### config.mk
export PLATFORM = sky130hd
export DESIGN_NAME = omt_tuning_seq
export DESIGN_NICKNAME = d
export VERILOG_FILES = /design/src/omt_pkg.sv /design/src/omt_tuning_seq.sv
export VERILOG_INCLUDE_DIRS = /design/src /design/src/src
export SDC_FILE = /design/constraint.sdc
export NUM_CORES = 1
export LEC_CHECK = 0
export BUFFER_PORTS_ARGS = -buffer_cell sky130_fd_sc_hd__buf_2
export CAP_MARGIN = 40
export CORE_ASPECT_RATIO = 0.9
export CORE_MARGIN = 8
export CORE_UTILIZATION = 40
export CTS_BUF_LIST = sky130_fd_sc_hd__clkbuf_8 sky130_fd_sc_hd__clkbuf_16
export DETAILED_ROUTE_END_ITERATION = 8
export SLEW_MARGIN = 25
export SYNTH_ARGS = -nofsm -noshare
export SYNTH_HDL_FRONTEND = slang
export SYNTH_SLANG_ARGS = --single-unit
### constraint.sdc
create_clock -name clk_i -period 3.75 [get_ports clk_i]
set_clock_uncertainty 0.15 [all_clocks]
set_input_delay 0 -clock clk_i [delete_from_list [all_inputs] [get_ports clk_i]]
set_output_delay 0 -clock clk_i [all_outputs]
set_load 0.01 [all_outputs]
### src/omt_consts.svh
`ifndef OMT_CONSTS_SVH
`define OMT_CONSTS_SVH
`define OMT_ADDR_CTRL 8'h00
`define OMT_ADDR_TSEL 8'h04
`define OMT_ADDR_ERR 8'h08
`define OMT_ADDR_R1 8'h0C
`define OMT_ADDR_IRQ 8'h10
`define OMT_ADDR_MASK 8'h14
`define OMT_CTRL_PU 0
`define OMT_CTRL_MON_LSB 1
`define OMT_CTRL_MON_MSB 2
`define OMT_CTRL_STALL_OFF 3
`define OMT_CTRL_RST 4'h0
`define OMT_MASK_RST 3'h0
`define OMT_SEL_RST 8'h00
`define OMT_MON_SPEED 2'h0
`define OMT_MON_FREQ 2'h1
`define OMT_SEL_TUNE 8'h15
`define OMT_ST_RUN 8'h16
`define OMT_ST_OK 8'h17
`define OMT_ERR_NONE 8'h00
`define OMT_ERR_FORCED 8'h08
`define OMT_ERR_TRIP 8'h09
`define OMT_ERR_ILIM 8'h5B
`define OMT_ERR_DCV 8'h5C
`define OMT_ERR_CALC 8'h5D
`define OMT_IRQ_START 0
`define OMT_IRQ_OK 1
`define OMT_IRQ_ERR 2
`define OMT_TUNE_TIME_MS 9000
`define OMT_CLK_KHZ 100000
`define OMT_STEPS 8
`endif

### src/omt_pkg.sv
package omt_pkg;
  typedef enum logic [2:0] {
    OMT_IDLE,
    OMT_ARMED,
    OMT_RUNNING,
    OMT_DONE_OK,
    OMT_DONE_ERR
  } omt_state_t;
endpackage : omt_pkg

### src/omt_tuning_seq.sv
`include "omt_consts.svh"

// Behaviour
// - selection 21 measures motor constants with no rotation command
// - start by run key in panel mode or start input in external mode
// - shutoff, fault clear, stop key or start release (external mode only) end tuning in error
// - while tuning only listed inputs act; other outputs held low
// - speed or frequency monitor shows progress in eight steps
// - motion-active output rises as tuning starts
// - status reads 21 set, 22 running, 23 normal end
// - tuning lasts about nine seconds, a parameter
// - after normal end, stop key or start release clears; refuse until then
// - changing selection after completion invalidates stored data
// - error end reports code 8, 9, 91, 92 or 93
// - error end leaves constants unset; inverter reset needed
// - measured constants stored and held until next good run
// - power loss gives error; on return normal run follows start
// - alarms during tuning handled as in ordinary operation
// - set frequency monitor reads zero while tuning
module omt_tuning_seq #(
  parameter int unsigned TUNE_CYCLES =
    `OMT_TUNE_TIME_MS * `OMT_CLK_KHZ
) (
  input wire logic clk_i,
  input wire logic resetn_i,
  input wire logic [7:0] addr_i,
  input wire logic [31:0] wdata_i,
  input wire logic wr_i,
  input wire logic rd_i,
  output logic [31:0] rdata_o,
  output logic irq_o,
  input wire logic run_key_i,
  input wire logic stop_key_i,
  input wire logic forward_start_input_i,
  input wire logic reverse_start_input_i,
  input wire logic output_shutoff_input_i,
  input wire logic fault_clear_input_i,
  input wire logic main_power_ok_i,
  input wire logic protective_trip_i,
  input wire logic current_limit_i,
  input wire logic dc_bus_high_i,
  input wire logic calc_error_i,
  input wire logic [15:0] meas_r1_i,
  input wire logic [7:0] monitor_i,
  input wire logic [7:0] set_freq_i,
  input wire logic [3:0] aux_out_i,
  output logic run_cmd_o,
  output logic motion_active_o,
  output logic [7:0] analog_monitor_output_o,
  output logic fault_relay_o,
  output logic [7:0] set_freq_mon_o,
  output logic [3:0] aux_out_o
);

  localparam int NPIN = 11;
  localparam int P_RUN = 0;
  localparam int P_STOP = 1;
  localparam int P_FWD = 2;
  localparam int P_REV = 3;
  localparam int P_MRS = 4;
  localparam int P_FCLR = 5;
  localparam int P_PWR = 6;
  localparam int P_TRIP = 7;
  localparam int P_ILIM = 8;
  localparam int P_DCV = 9;
  localparam int P_CALC = 10;
  localparam logic [31:0] STEP_CYCLES =
    32'(TUNE_CYCLES / `OMT_STEPS);

  omt_pkg::omt_state_t state_reg;
  logic [NPIN-1:0] pin_raw;
  logic [NPIN-1:0] sync1_reg;
  logic [NPIN-1:0] sync2_reg;
  logic [NPIN-1:0] prev_reg;
  logic [3:0] ctrl_reg;
  logic [7:0] sel_reg;
  logic [7:0] err_code_reg;
  logic [15:0] r1_reg;
  logic r1_valid_reg;
  logic [2:0] irq_st_reg;
  logic [2:0] irq_st_next;
  logic [2:0] mask_reg;
  logic [31:0] sub_cnt_reg;
  logic [2:0] step_reg;
  logic [31:0] rdata_reg;
  logic irq_reg;
  logic run_cmd_reg;
  logic motion_reg;
  logic [7:0] analog_reg;
  logic fault_relay_reg;
  logic [7:0] set_freq_reg;
  logic [3:0] aux_out_reg;

  logic pu_mode;
  logic stall_off;
  logic start_lvl;
  logic pwr_ok;
  logic run_rise;
  logic stop_rise;
  logic fclr_rise;
  logic pwr_rise;
  logic start_req;
  logic forced_end;
  logic err_hit;
  logic [7:0] err_code;
  logic tune_done;
  logic tuning;
  logic run_now;
  logic ack;
  logic tsel_wr;
  logic [7:0] tsel_rd;

  assign pin_raw = {calc_error_i, dc_bus_high_i, current_limit_i,
                    protective_trip_i, main_power_ok_i,
                    fault_clear_input_i, output_shutoff_input_i,
                    reverse_start_input_i, forward_start_input_i,
                    stop_key_i, run_key_i};

  // two-stage pin synchronisers
  for (genvar g = 0; g < NPIN; g++) begin : g_sync
    always_ff @(posedge clk_i or negedge resetn_i) begin
      if (!resetn_i) begin
        sync1_reg[g] <= 1'b0;
        sync2_reg[g] <= 1'b0;
        prev_reg[g] <= 1'b0;
      end else begin
        sync1_reg[g] <= pin_raw[g];
        sync2_reg[g] <= sync1_reg[g];
        prev_reg[g] <= sync2_reg[g];
      end
    end
  end

  assign pu_mode = ctrl_reg[`OMT_CTRL_PU];
  assign stall_off = ctrl_reg[`OMT_CTRL_STALL_OFF];
  assign start_lvl = sync2_reg[P_FWD] | sync2_reg[P_REV];
  assign pwr_ok = sync2_reg[P_PWR];
  assign run_rise = sync2_reg[P_RUN] & ~prev_reg[P_RUN];
  assign stop_rise = sync2_reg[P_STOP] & ~prev_reg[P_STOP];
  assign fclr_rise = sync2_reg[P_FCLR] & ~prev_reg[P_FCLR];
  assign pwr_rise = sync2_reg[P_PWR] & ~prev_reg[P_PWR];
  assign tsel_wr = wr_i && (addr_i == `OMT_ADDR_TSEL);
  assign tuning = (state_reg == omt_pkg::OMT_RUNNING);

  // start needs main power and an arming selection
  assign start_req = pwr_ok &
    (pu_mode ? run_rise : start_lvl);

  // shutoff, fault clear, stop key and start release in external mode force the end
  assign forced_end = sync2_reg[P_MRS] | sync2_reg[P_FCLR] |
    sync2_reg[P_STOP] | (~pu_mode & ~start_lvl);

  always_comb begin
    err_code = `OMT_ERR_NONE;
    if (!pwr_ok || sync2_reg[P_TRIP]) begin
      err_code = `OMT_ERR_TRIP;
    end else if (forced_end) begin
      err_code = `OMT_ERR_FORCED;
    end else if (sync2_reg[P_ILIM] && !stall_off) begin
      err_code = `OMT_ERR_ILIM;
    end else if (sync2_reg[P_DCV]) begin
      err_code = `OMT_ERR_DCV;
    end else if (sync2_reg[P_CALC]) begin
      err_code = `OMT_ERR_CALC;
    end
  end

  assign err_hit = (err_code != `OMT_ERR_NONE);
  assign tune_done = (step_reg == 3'(`OMT_STEPS - 1)) &&
    (sub_cnt_reg == STEP_CYCLES - 32'h1);
  assign run_now = (state_reg == omt_pkg::OMT_ARMED && start_req) ||
    (tuning && !err_hit && !tune_done);
  assign ack = pu_mode ? stop_rise : ~start_lvl;

  // tuning sequencer
  always_ff @(posedge clk_i or negedge resetn_i) begin
    if (!resetn_i) begin
      state_reg <= omt_pkg::OMT_IDLE;
    end else begin
      unique case (state_reg)
        omt_pkg::OMT_IDLE: begin
          if (tsel_wr && wdata_i[7:0] == `OMT_SEL_TUNE) begin
            state_reg <= omt_pkg::OMT_ARMED;
          end
        end
        omt_pkg::OMT_ARMED: begin
          if (tsel_wr && wdata_i[7:0] != `OMT_SEL_TUNE) begin
            state_reg <= omt_pkg::OMT_IDLE;
          end else if (start_req) begin
            state_reg <= omt_pkg::OMT_RUNNING;
          end
        end
        omt_pkg::OMT_RUNNING: begin
          if (err_hit) begin
            state_reg <= omt_pkg::OMT_DONE_ERR;
          end else if (tune_done) begin
            state_reg <= omt_pkg::OMT_DONE_OK;
          end
        end
        omt_pkg::OMT_DONE_OK: begin
          if (ack) begin
            state_reg <= omt_pkg::OMT_IDLE;
          end
        end
        omt_pkg::OMT_DONE_ERR: begin
          // inverter reset or power return
          if (fclr_rise || pwr_rise) begin
            state_reg <= omt_pkg::OMT_IDLE;
          end
        end
        default: state_reg <= omt_pkg::OMT_IDLE;
      endcase
    end
  end

  // progress timer in eight steps
  always_ff @(posedge clk_i or negedge resetn_i) begin
    if (!resetn_i) begin
      sub_cnt_reg <= 32'h0;
      step_reg <= 3'h0;
    end else if (!tuning) begin
      sub_cnt_reg <= 32'h0;
      step_reg <= 3'h0;
    end else if (sub_cnt_reg == STEP_CYCLES - 32'h1) begin
      sub_cnt_reg <= 32'h0;
      step_reg <= step_reg + 3'h1;
    end else begin
      sub_cnt_reg <= sub_cnt_reg + 32'h1;
    end
  end

  always_ff @(posedge clk_i or negedge resetn_i) begin
    if (!resetn_i) begin
      err_code_reg <= `OMT_ERR_NONE;
    end else if (tuning && err_hit) begin
      err_code_reg <= err_code;
    end else if (state_reg == omt_pkg::OMT_ARMED) begin
      err_code_reg <= `OMT_ERR_NONE;
    end
  end

  // measured constants and their validity
  always_ff @(posedge clk_i or negedge resetn_i) begin
    if (!resetn_i) begin
      r1_reg <= 16'h0;
      r1_valid_reg <= 1'b0;
    end else if (tuning && !err_hit && tune_done) begin
      r1_reg <= meas_r1_i;
      r1_valid_reg <= 1'b1;
    end else if (tsel_wr && r1_valid_reg &&
                 wdata_i[7:0] != sel_reg) begin
      r1_valid_reg <= 1'b0;
    end
  end

  always_ff @(posedge clk_i or negedge resetn_i) begin
    if (!resetn_i) begin
      ctrl_reg <= `OMT_CTRL_RST;
      sel_reg <= `OMT_SEL_RST;
      mask_reg <= `OMT_MASK_RST;
    end else if (wr_i) begin
      if (addr_i == `OMT_ADDR_CTRL && !tuning) begin
        ctrl_reg <= wdata_i[3:0];
      end
      if (tsel_wr && !tuning) begin
        sel_reg <= wdata_i[7:0];
      end
      if (addr_i == `OMT_ADDR_MASK) begin
        mask_reg <= wdata_i[2:0];
      end
    end
  end

  // sticky events, read clears, set wins
  always_comb begin
    irq_st_next = irq_st_reg;
    if (rd_i && addr_i == `OMT_ADDR_IRQ) begin
      irq_st_next = 3'h0;
    end
    if (state_reg == omt_pkg::OMT_ARMED && start_req) begin
      irq_st_next[`OMT_IRQ_START] = 1'b1;
    end
    if (tuning && !err_hit && tune_done) begin
      irq_st_next[`OMT_IRQ_OK] = 1'b1;
    end
    if (tuning && err_hit) begin
      irq_st_next[`OMT_IRQ_ERR] = 1'b1;
    end
  end

  always_ff @(posedge clk_i or negedge resetn_i) begin
    if (!resetn_i) begin
      irq_st_reg <= 3'h0;
      irq_reg <= 1'b0;
    end else begin
      irq_st_reg <= irq_st_next;
      irq_reg <= |(irq_st_next & mask_reg);
    end
  end

  always_comb begin
    unique case (state_reg)
      omt_pkg::OMT_ARMED: tsel_rd = `OMT_SEL_TUNE;
      omt_pkg::OMT_RUNNING: tsel_rd = `OMT_ST_RUN;
      omt_pkg::OMT_DONE_OK: tsel_rd = `OMT_ST_OK;
      omt_pkg::OMT_DONE_ERR: tsel_rd = err_code_reg;
      default: tsel_rd = sel_reg;
    endcase
  end

  always_ff @(posedge clk_i or negedge resetn_i) begin
    if (!resetn_i) begin
      rdata_reg <= 32'h0;
    end else if (rd_i) begin
      unique case (addr_i)
        `OMT_ADDR_CTRL: rdata_reg <= {28'h0, ctrl_reg};
        `OMT_ADDR_TSEL: rdata_reg <= {24'h0, tsel_rd};
        `OMT_ADDR_ERR: rdata_reg <= {24'h0, err_code_reg};
        `OMT_ADDR_R1: rdata_reg <= {15'h0, r1_valid_reg, r1_reg};
        `OMT_ADDR_IRQ: rdata_reg <= {29'h0, irq_st_reg};
        `OMT_ADDR_MASK: rdata_reg <= {29'h0, mask_reg};
        default: rdata_reg <= 32'h0;
      endcase
    end else begin
      rdata_reg <= 32'h0;
    end
  end

  // drive outputs; normal run only from idle
  always_ff @(posedge clk_i or negedge resetn_i) begin
    if (!resetn_i) begin
      run_cmd_reg <= 1'b0;
      motion_reg <= 1'b0;
    end else begin
      run_cmd_reg <= (state_reg == omt_pkg::OMT_IDLE) &&
        pwr_ok && start_lvl;
      motion_reg <= run_now || ((state_reg == omt_pkg::OMT_IDLE) &&
        pwr_ok && start_lvl);
    end
  end

  always_ff @(posedge clk_i or negedge resetn_i) begin
    if (!resetn_i) begin
      analog_reg <= 8'h00;
      fault_relay_reg <= 1'b0;
      set_freq_reg <= 8'h00;
      aux_out_reg <= 4'h0;
    end else begin
      fault_relay_reg <= sync2_reg[P_TRIP];
      if (tuning && ctrl_reg[`OMT_CTRL_MON_MSB:`OMT_CTRL_MON_LSB]
          <= `OMT_MON_FREQ) begin
        analog_reg <= {step_reg, 5'h00};
      end else begin
        analog_reg <= monitor_i;
      end
      set_freq_reg <= tuning ? 8'h00 : set_freq_i;
      aux_out_reg <= tuning ? 4'h0 : aux_out_i;
    end
  end

  assign rdata_o = rdata_reg;
  assign irq_o = irq_reg;
  assign run_cmd_o = run_cmd_reg;
  assign motion_active_o = motion_reg;
  assign analog_monitor_output_o = analog_reg;
  assign fault_relay_o = fault_relay_reg;
  assign set_freq_mon_o = set_freq_reg;
  assign aux_out_o = aux_out_reg;
endmodule : omt_tuning_seq

==> Word level (Yosys, flattened, before mapping) <==
Index checks and enable logic that the tools add are counted.
{ "op_classes": {"n_eq_ne": 20, "add_sub_neg": 2, "n_reduce_logical": 37, "bitwise": 17, "muxes": 33, "n_lt_le_gt_ge": 1} }
{ "op_table": {"columns": ["cell", "count"], "rows": [
  ["$pmux W17 S6", 1],
  ["$mux W32", 2],
  ["$mux W8", 8],
  ["$add A32 B1 Y32 const B", 1],
  ["$eq A32 B27 Y1 const B", 1],
  ["$pmux W8 S4", 1],
  ["$mux W3", 10],
  ["$eq A8 B5 Y1 const B", 3],
  ["$logic_and A1 B1 Y1", 18],
  ["$mux W17", 1],
  ["$eq A8 B4 Y1 const B", 2],
  ["$pmux W3 S5", 1],
  ["$eq A8 B3 Y1 const B", 1],
  ["$logic_not A8 Y1", 1],
  ["$ne A8 B5 Y1 const B", 1],
  ["$ne A8 B8 Y1", 1],
  ["$reduce_bool A8 Y1", 1],
  ["$mux W1", 7],
  ["$mux W7", 1],
  ["$and A1 B1 Y1", 6],
  ["$eq A3 B2 Y1 const B", 2],
  ["$eq A3 B3 Y1 const B", 2],
  ["$ne A2 B2 Y1 const B", 3],
  ["$ne A3 B3 Y1 const B", 2],
  ["15 further kinds", 33]
]} }
{ "totals": {"ff_bits": 148, "input_bits": 91, "word_cells": 154, "output_inout_bits": 56} }

==> Logic depth before layout (Yosys ltp) <==
{ "depth": {"word_depth": 13, "ltp_mapped": 7, "ltp_nobuf": 6} }

==> Worst setup path after synthesis <==
OpenSTA, ideal clock, no wires.
{ "synth_path": {"path_type": "reg-to-reg", "from": "reg sub_cnt_reg[6]", "to": "reg r1_reg[10]", "stages_incl_launch_ff": 8, "path_buffers": 2, "setup_ps": 125, "arrival_time_ps": 2529, "synth_period_minus_slack_ps": 2804, "slack_ps": 946, "t_required_ps": 3475, "cell_sequence": "dfrtp_1 or4_1 or4_4 nor4_4 and3_1 buf_6 buf_12 mux2_4"} }
{ "synth_between": {"elab_chain_len": 3} }
{ "synth_rtl": {"columns": ["element", "line_no", "rtl"], "rows": [
  ["start: declaration", "omt_tuning_seq.sv:83", "logic [31:0] sub_cnt_reg;"],
  ["start signal: assignment", "omt_tuning_seq.sv:228", "sub_cnt_reg <= sub_cnt_reg + 32'h1;"],
  ["$eq A32 B27 Y1", "omt_tuning_seq.sv:170", "(sub_cnt_reg == STEP_CYCLES - 32'h1);"],
  ["$logic_and A1 B1 Y1", "omt_tuning_seq.sv:169", "assign tune_done = (step_reg == 3'(`OMT_STEPS - 1)) &&"],
  ["$logic_and A1 B1 Y1", "omt_tuning_seq.sv:247", "end else if (tuning && !err_hit && tune_done) begin"],
  ["end signal: assignment", "omt_tuning_seq.sv:248", "r1_reg <= meas_r1_i;"],
  ["end: declaration", "omt_tuning_seq.sv:78", "logic [15:0] r1_reg;"]
]} }
No other way between the ends.
A chain may end at the register's enable or synchronous reset.

==> Worst setup path in the final report <==
{ "layout_path": {"from": "reg sub_cnt_reg[6]", "to": "reg r1_reg[6]"} }
The elaborated chain is that of the path after synthesis.

==> results.yml <==
final_layout:
  nets: 819
  drive_gt1_frac: 0.2578
  mostFrequentLayoutCells: "145 x dfrtp_1, 107 x buf_2, 72 x dlygate4sd3_1"
  fillers: 1331
  diodes: 0
  multi_input_area_sq_um: 2454
  layout_commonest_cell: "dfrtp_1"
  largest_reg_flops: 32
  area_delta_synth_final_pct: 32.60
  seq_area_sq_um: 3628
sta:
  maxSlewViolCount: 0
  tightest_slew_ns: 0.6837
  finalCritPeriodShare: 0.7778
  rsz0062_at_grt: "false"
  period_minus_slack_ns: 2.917
  finalSetupViolCount: 0
  final.setup.worst_slack_ns: 0.8331
  fmax_ghz: 0.3428
  relSlewSlack: 0.5442
  finalSetupTns_ns: 0
  final_hold_viol_count: 0
critical_path:
  worst_r2r_path_depth: 7
  slowest_delay_ns: 0.55
  regToRegStartpoint: "sub_cnt_reg[6]$_DFF_PN0_"
  regToRegSetupSlack_ns: 0.83
  endpoint: "r1_reg[6]$_DFFE_PN0P_"
  crit_slowest_cell: "or4_4"
  timing.critical_path.mode_cell: "buf_4"
  crit_required_ns: 3.91
  startpoint: "sub_cnt_reg[6]$_DFF_PN0_"
  cp-end-kind: "flop"
  cp_cell_sequence: "or4_1 > or4_4 > nor4_4 > buf_4 > and3_1 > buf_4 > mux2_2"
  worstPathMaxFanout: 17
  startpoint_type: "flop"
  crit_type: "reg2reg"
  worstReg2RegEnd: "r1_reg[6]$_DFFE_PN0P_"
  cp.arrival_ns: 3.07
grt:
  track_usage: 0.1650
  grt_overflow_total: 0
  grt_max_degree: 74
  grt_antenna_before_repair: 0
  grt_pass1_wl_mm: 26.31
  grt_pass1_vias: 5089
clock_network:
  cts_tree: "yes"
  cts_sinks: 145
  clock_latency_ns: 0.42
  h-tree-depth: 4
  numCtsBuffers: 17
  cts_buffer_depth: 2
  clkTransAtPathRegs_ns: 0.06
  cts_root_buf: "clkbuf_16"
die:
  row_count: 43
  die_x_microns: 147.9
  pin_count: 147
  die-area_sq_um: 19940
  coreArea_sq_um: 15390
  start_util: 0.4073
  die_h_microns: 134.8
pwr:
  power_density_nw_per_um2: 435.1
  leakagePower_nw: 3.838
  peakVddDrop_mv: 0.3393
routing:
  viasPerCell: 5.063
  dr.pass1.iters: 5
  routed_wl_mm: 15.59
  drc: 0
  drt_iter0_markers: 331
  vias: 4754
  wire_per_inst_microns: 16.60
  ant_nets: 0
hold_path:
  hold_class: "in2async"
synthesis:
  synth_cells: 538
  seq_area_frac_synth: 0.5790
  synth_cell_type_count: 56
  synthFlopType: "dfrtp_1"
  syn_area_per_cell_sq_um: 11.65
  netlist_area_sq_um: 6267
  synth.top_cell.area_share: 0.5790
  ys_warn_count: 0
  synth_seq_cells: 145
  synth_top_area_cell: "dfrtp_1"
  synth-edff-count: 0
  async_flop_share: 1.000
  yosys-top-cells-area: "dfrtp_1 58%, mux2_2 5.0%, nor2_1 3.2%"
place:
  preCtsSetupSlack_ns: 0.8256
  port-buffer-count: 107
  dpl.hpwl_mm: 10.66
  place.gp.congestion: 0.8341
flow_run:
  max_cap_viol_count: 0
run_status:
  status: "finished clean"
[per-stage QoR]
| step | utilization | total power [mW] | cells | hold slack, ns | area [sq um] |
|---|---|---|---|---|---|
| after global placement | 0.4525 | 1.802 | 835 | -0.08760 | 6963 |
| after floorplan | - | 1.715 | 552 | -0.4456 | 6320 |
| final | 0.5401 | 3.616 | 939 | 0.007607 | 8310 |
| after CTS | 0.5401 | 3.659 | 939 | 0.001448 | 8310 |
| after global routing | 0.5401 | 3.764 | 939 | 0.04955 | 8310 |
| after detailed placement | 0.4528 | 1.808 | 836 | -0.08160 | 6968 |
[critical path: cells and delay by family, from the launching register on]
family / cells / cell delay, ns
and+or+nand+nor: 4 / 1.38
DFF: 1 / 0.42
buffers and inverters: 2 / 0.48
muxes: 1 / 0.38
[timing repair]
action | 4_1_cts | 5_1_grt
resized for setup | 0 | 0
endpoints found under the hold margin | 146 | 0
hold buffers | 72 | 0
setup buffers | 0 | 0
[report_power, final]
part	leakage, nW	internal (mW)	switching (mW)	total [mW]
combinational	1.63	0.109	0.104	0.214
sequential	1.91	1.60	0.0197	1.62
clock	0.307	1.13	0.653	1.78
total	3.84	2.84	0.777	3.62
[worst min path at each step]
| stage | cells past startpoint | start | slack (ns) | end |
|---|---|---|---|---|
| floorplan | 0 | resetn_i | -0.45 | analog_monitor_output_o[0]$_DFF_PN0_ |
| global placement | 1 | resetn_i | -0.09 | rdata_o[7]$_DFF_PN0_ |
| detailed placement | 1 | resetn_i | -0.08 | rdata_o[5]$_DFF_PN0_ |
| CTS | 6 | addr_i[5] | 0.001 | rdata_o[7]$_DFF_PN0_ |
| global route | 2 | protective_trip_i | 0.05 | sync1_reg[7]$_DFF_PN0_ |
| finish | 2 | resetn_i | 0.008 | r1_reg[6]$_DFFE_PN0P_ |
[metal layers]
metal  vias up  track usage  routed length [microns]
met5         -            0                        0
met4         0      0.05433                      202
met3        20      0.05284                      969
met2       153       0.2597                     7258
met1      2351       0.2117                     7159
li1       2230            -                        -
[cell families after synthesis]
kind of cell / Yosys count / share of synthesized area
and+or+nand+nor: 205 / 0.1769
DFF: 145 / 0.5790
AOI/OAI and AO/OA: 60 / 0.06369
muxes: 43 / 0.08145
buffers and inverters: 42 / 0.03793
xor gates and xnor gates: 39 / 0.05450
adders and majority gates: 3 / 0.005990
other: 1 / 0.0005983
[area by class of cell]
| cell class | count | share of cell area |
|---|---|---|
| inverter | 9 | 0.004065 |
| clock buffer | 18 | 0.05285 |
| clock inverter | 13 | 0.02198 |
| tap | 202 | 0.03041 |
| multi-input combinational | 365 | 0.2952 |
| timing repair buffer | 187 | 0.1588 |
| sequential | 145 | 0.4366 |
[synth_stat cells (2+ instances only)]
cell type	count
dfrtp_1	145
nor2_1	53
mux2_2	28
nand2_1	26
nand4_1	22
and2_1	21
xor2_1	20
nand3_1	19
xnor2_1	19
clkbuf_1	16
o21ai_0	16
buf_4	15
a21oi_1	13
nor2b_1	11
inv_1	9
mux2_4	9
nor3_1	9
and3_1	7
mux2i_1	6
nand2b_1	6
or3_1	6
nor4_1	5
a22oi_1	4
and4_1	4
nor3b_1	4
o31ai_1	4
a21o_1	3
a31oi_1	3
ha_1	3
a21boi_0	2
a311oi_1	2
a32o_1	2
o41ai_1	2
or2_2	2
(Power assumes the default switching activity.)
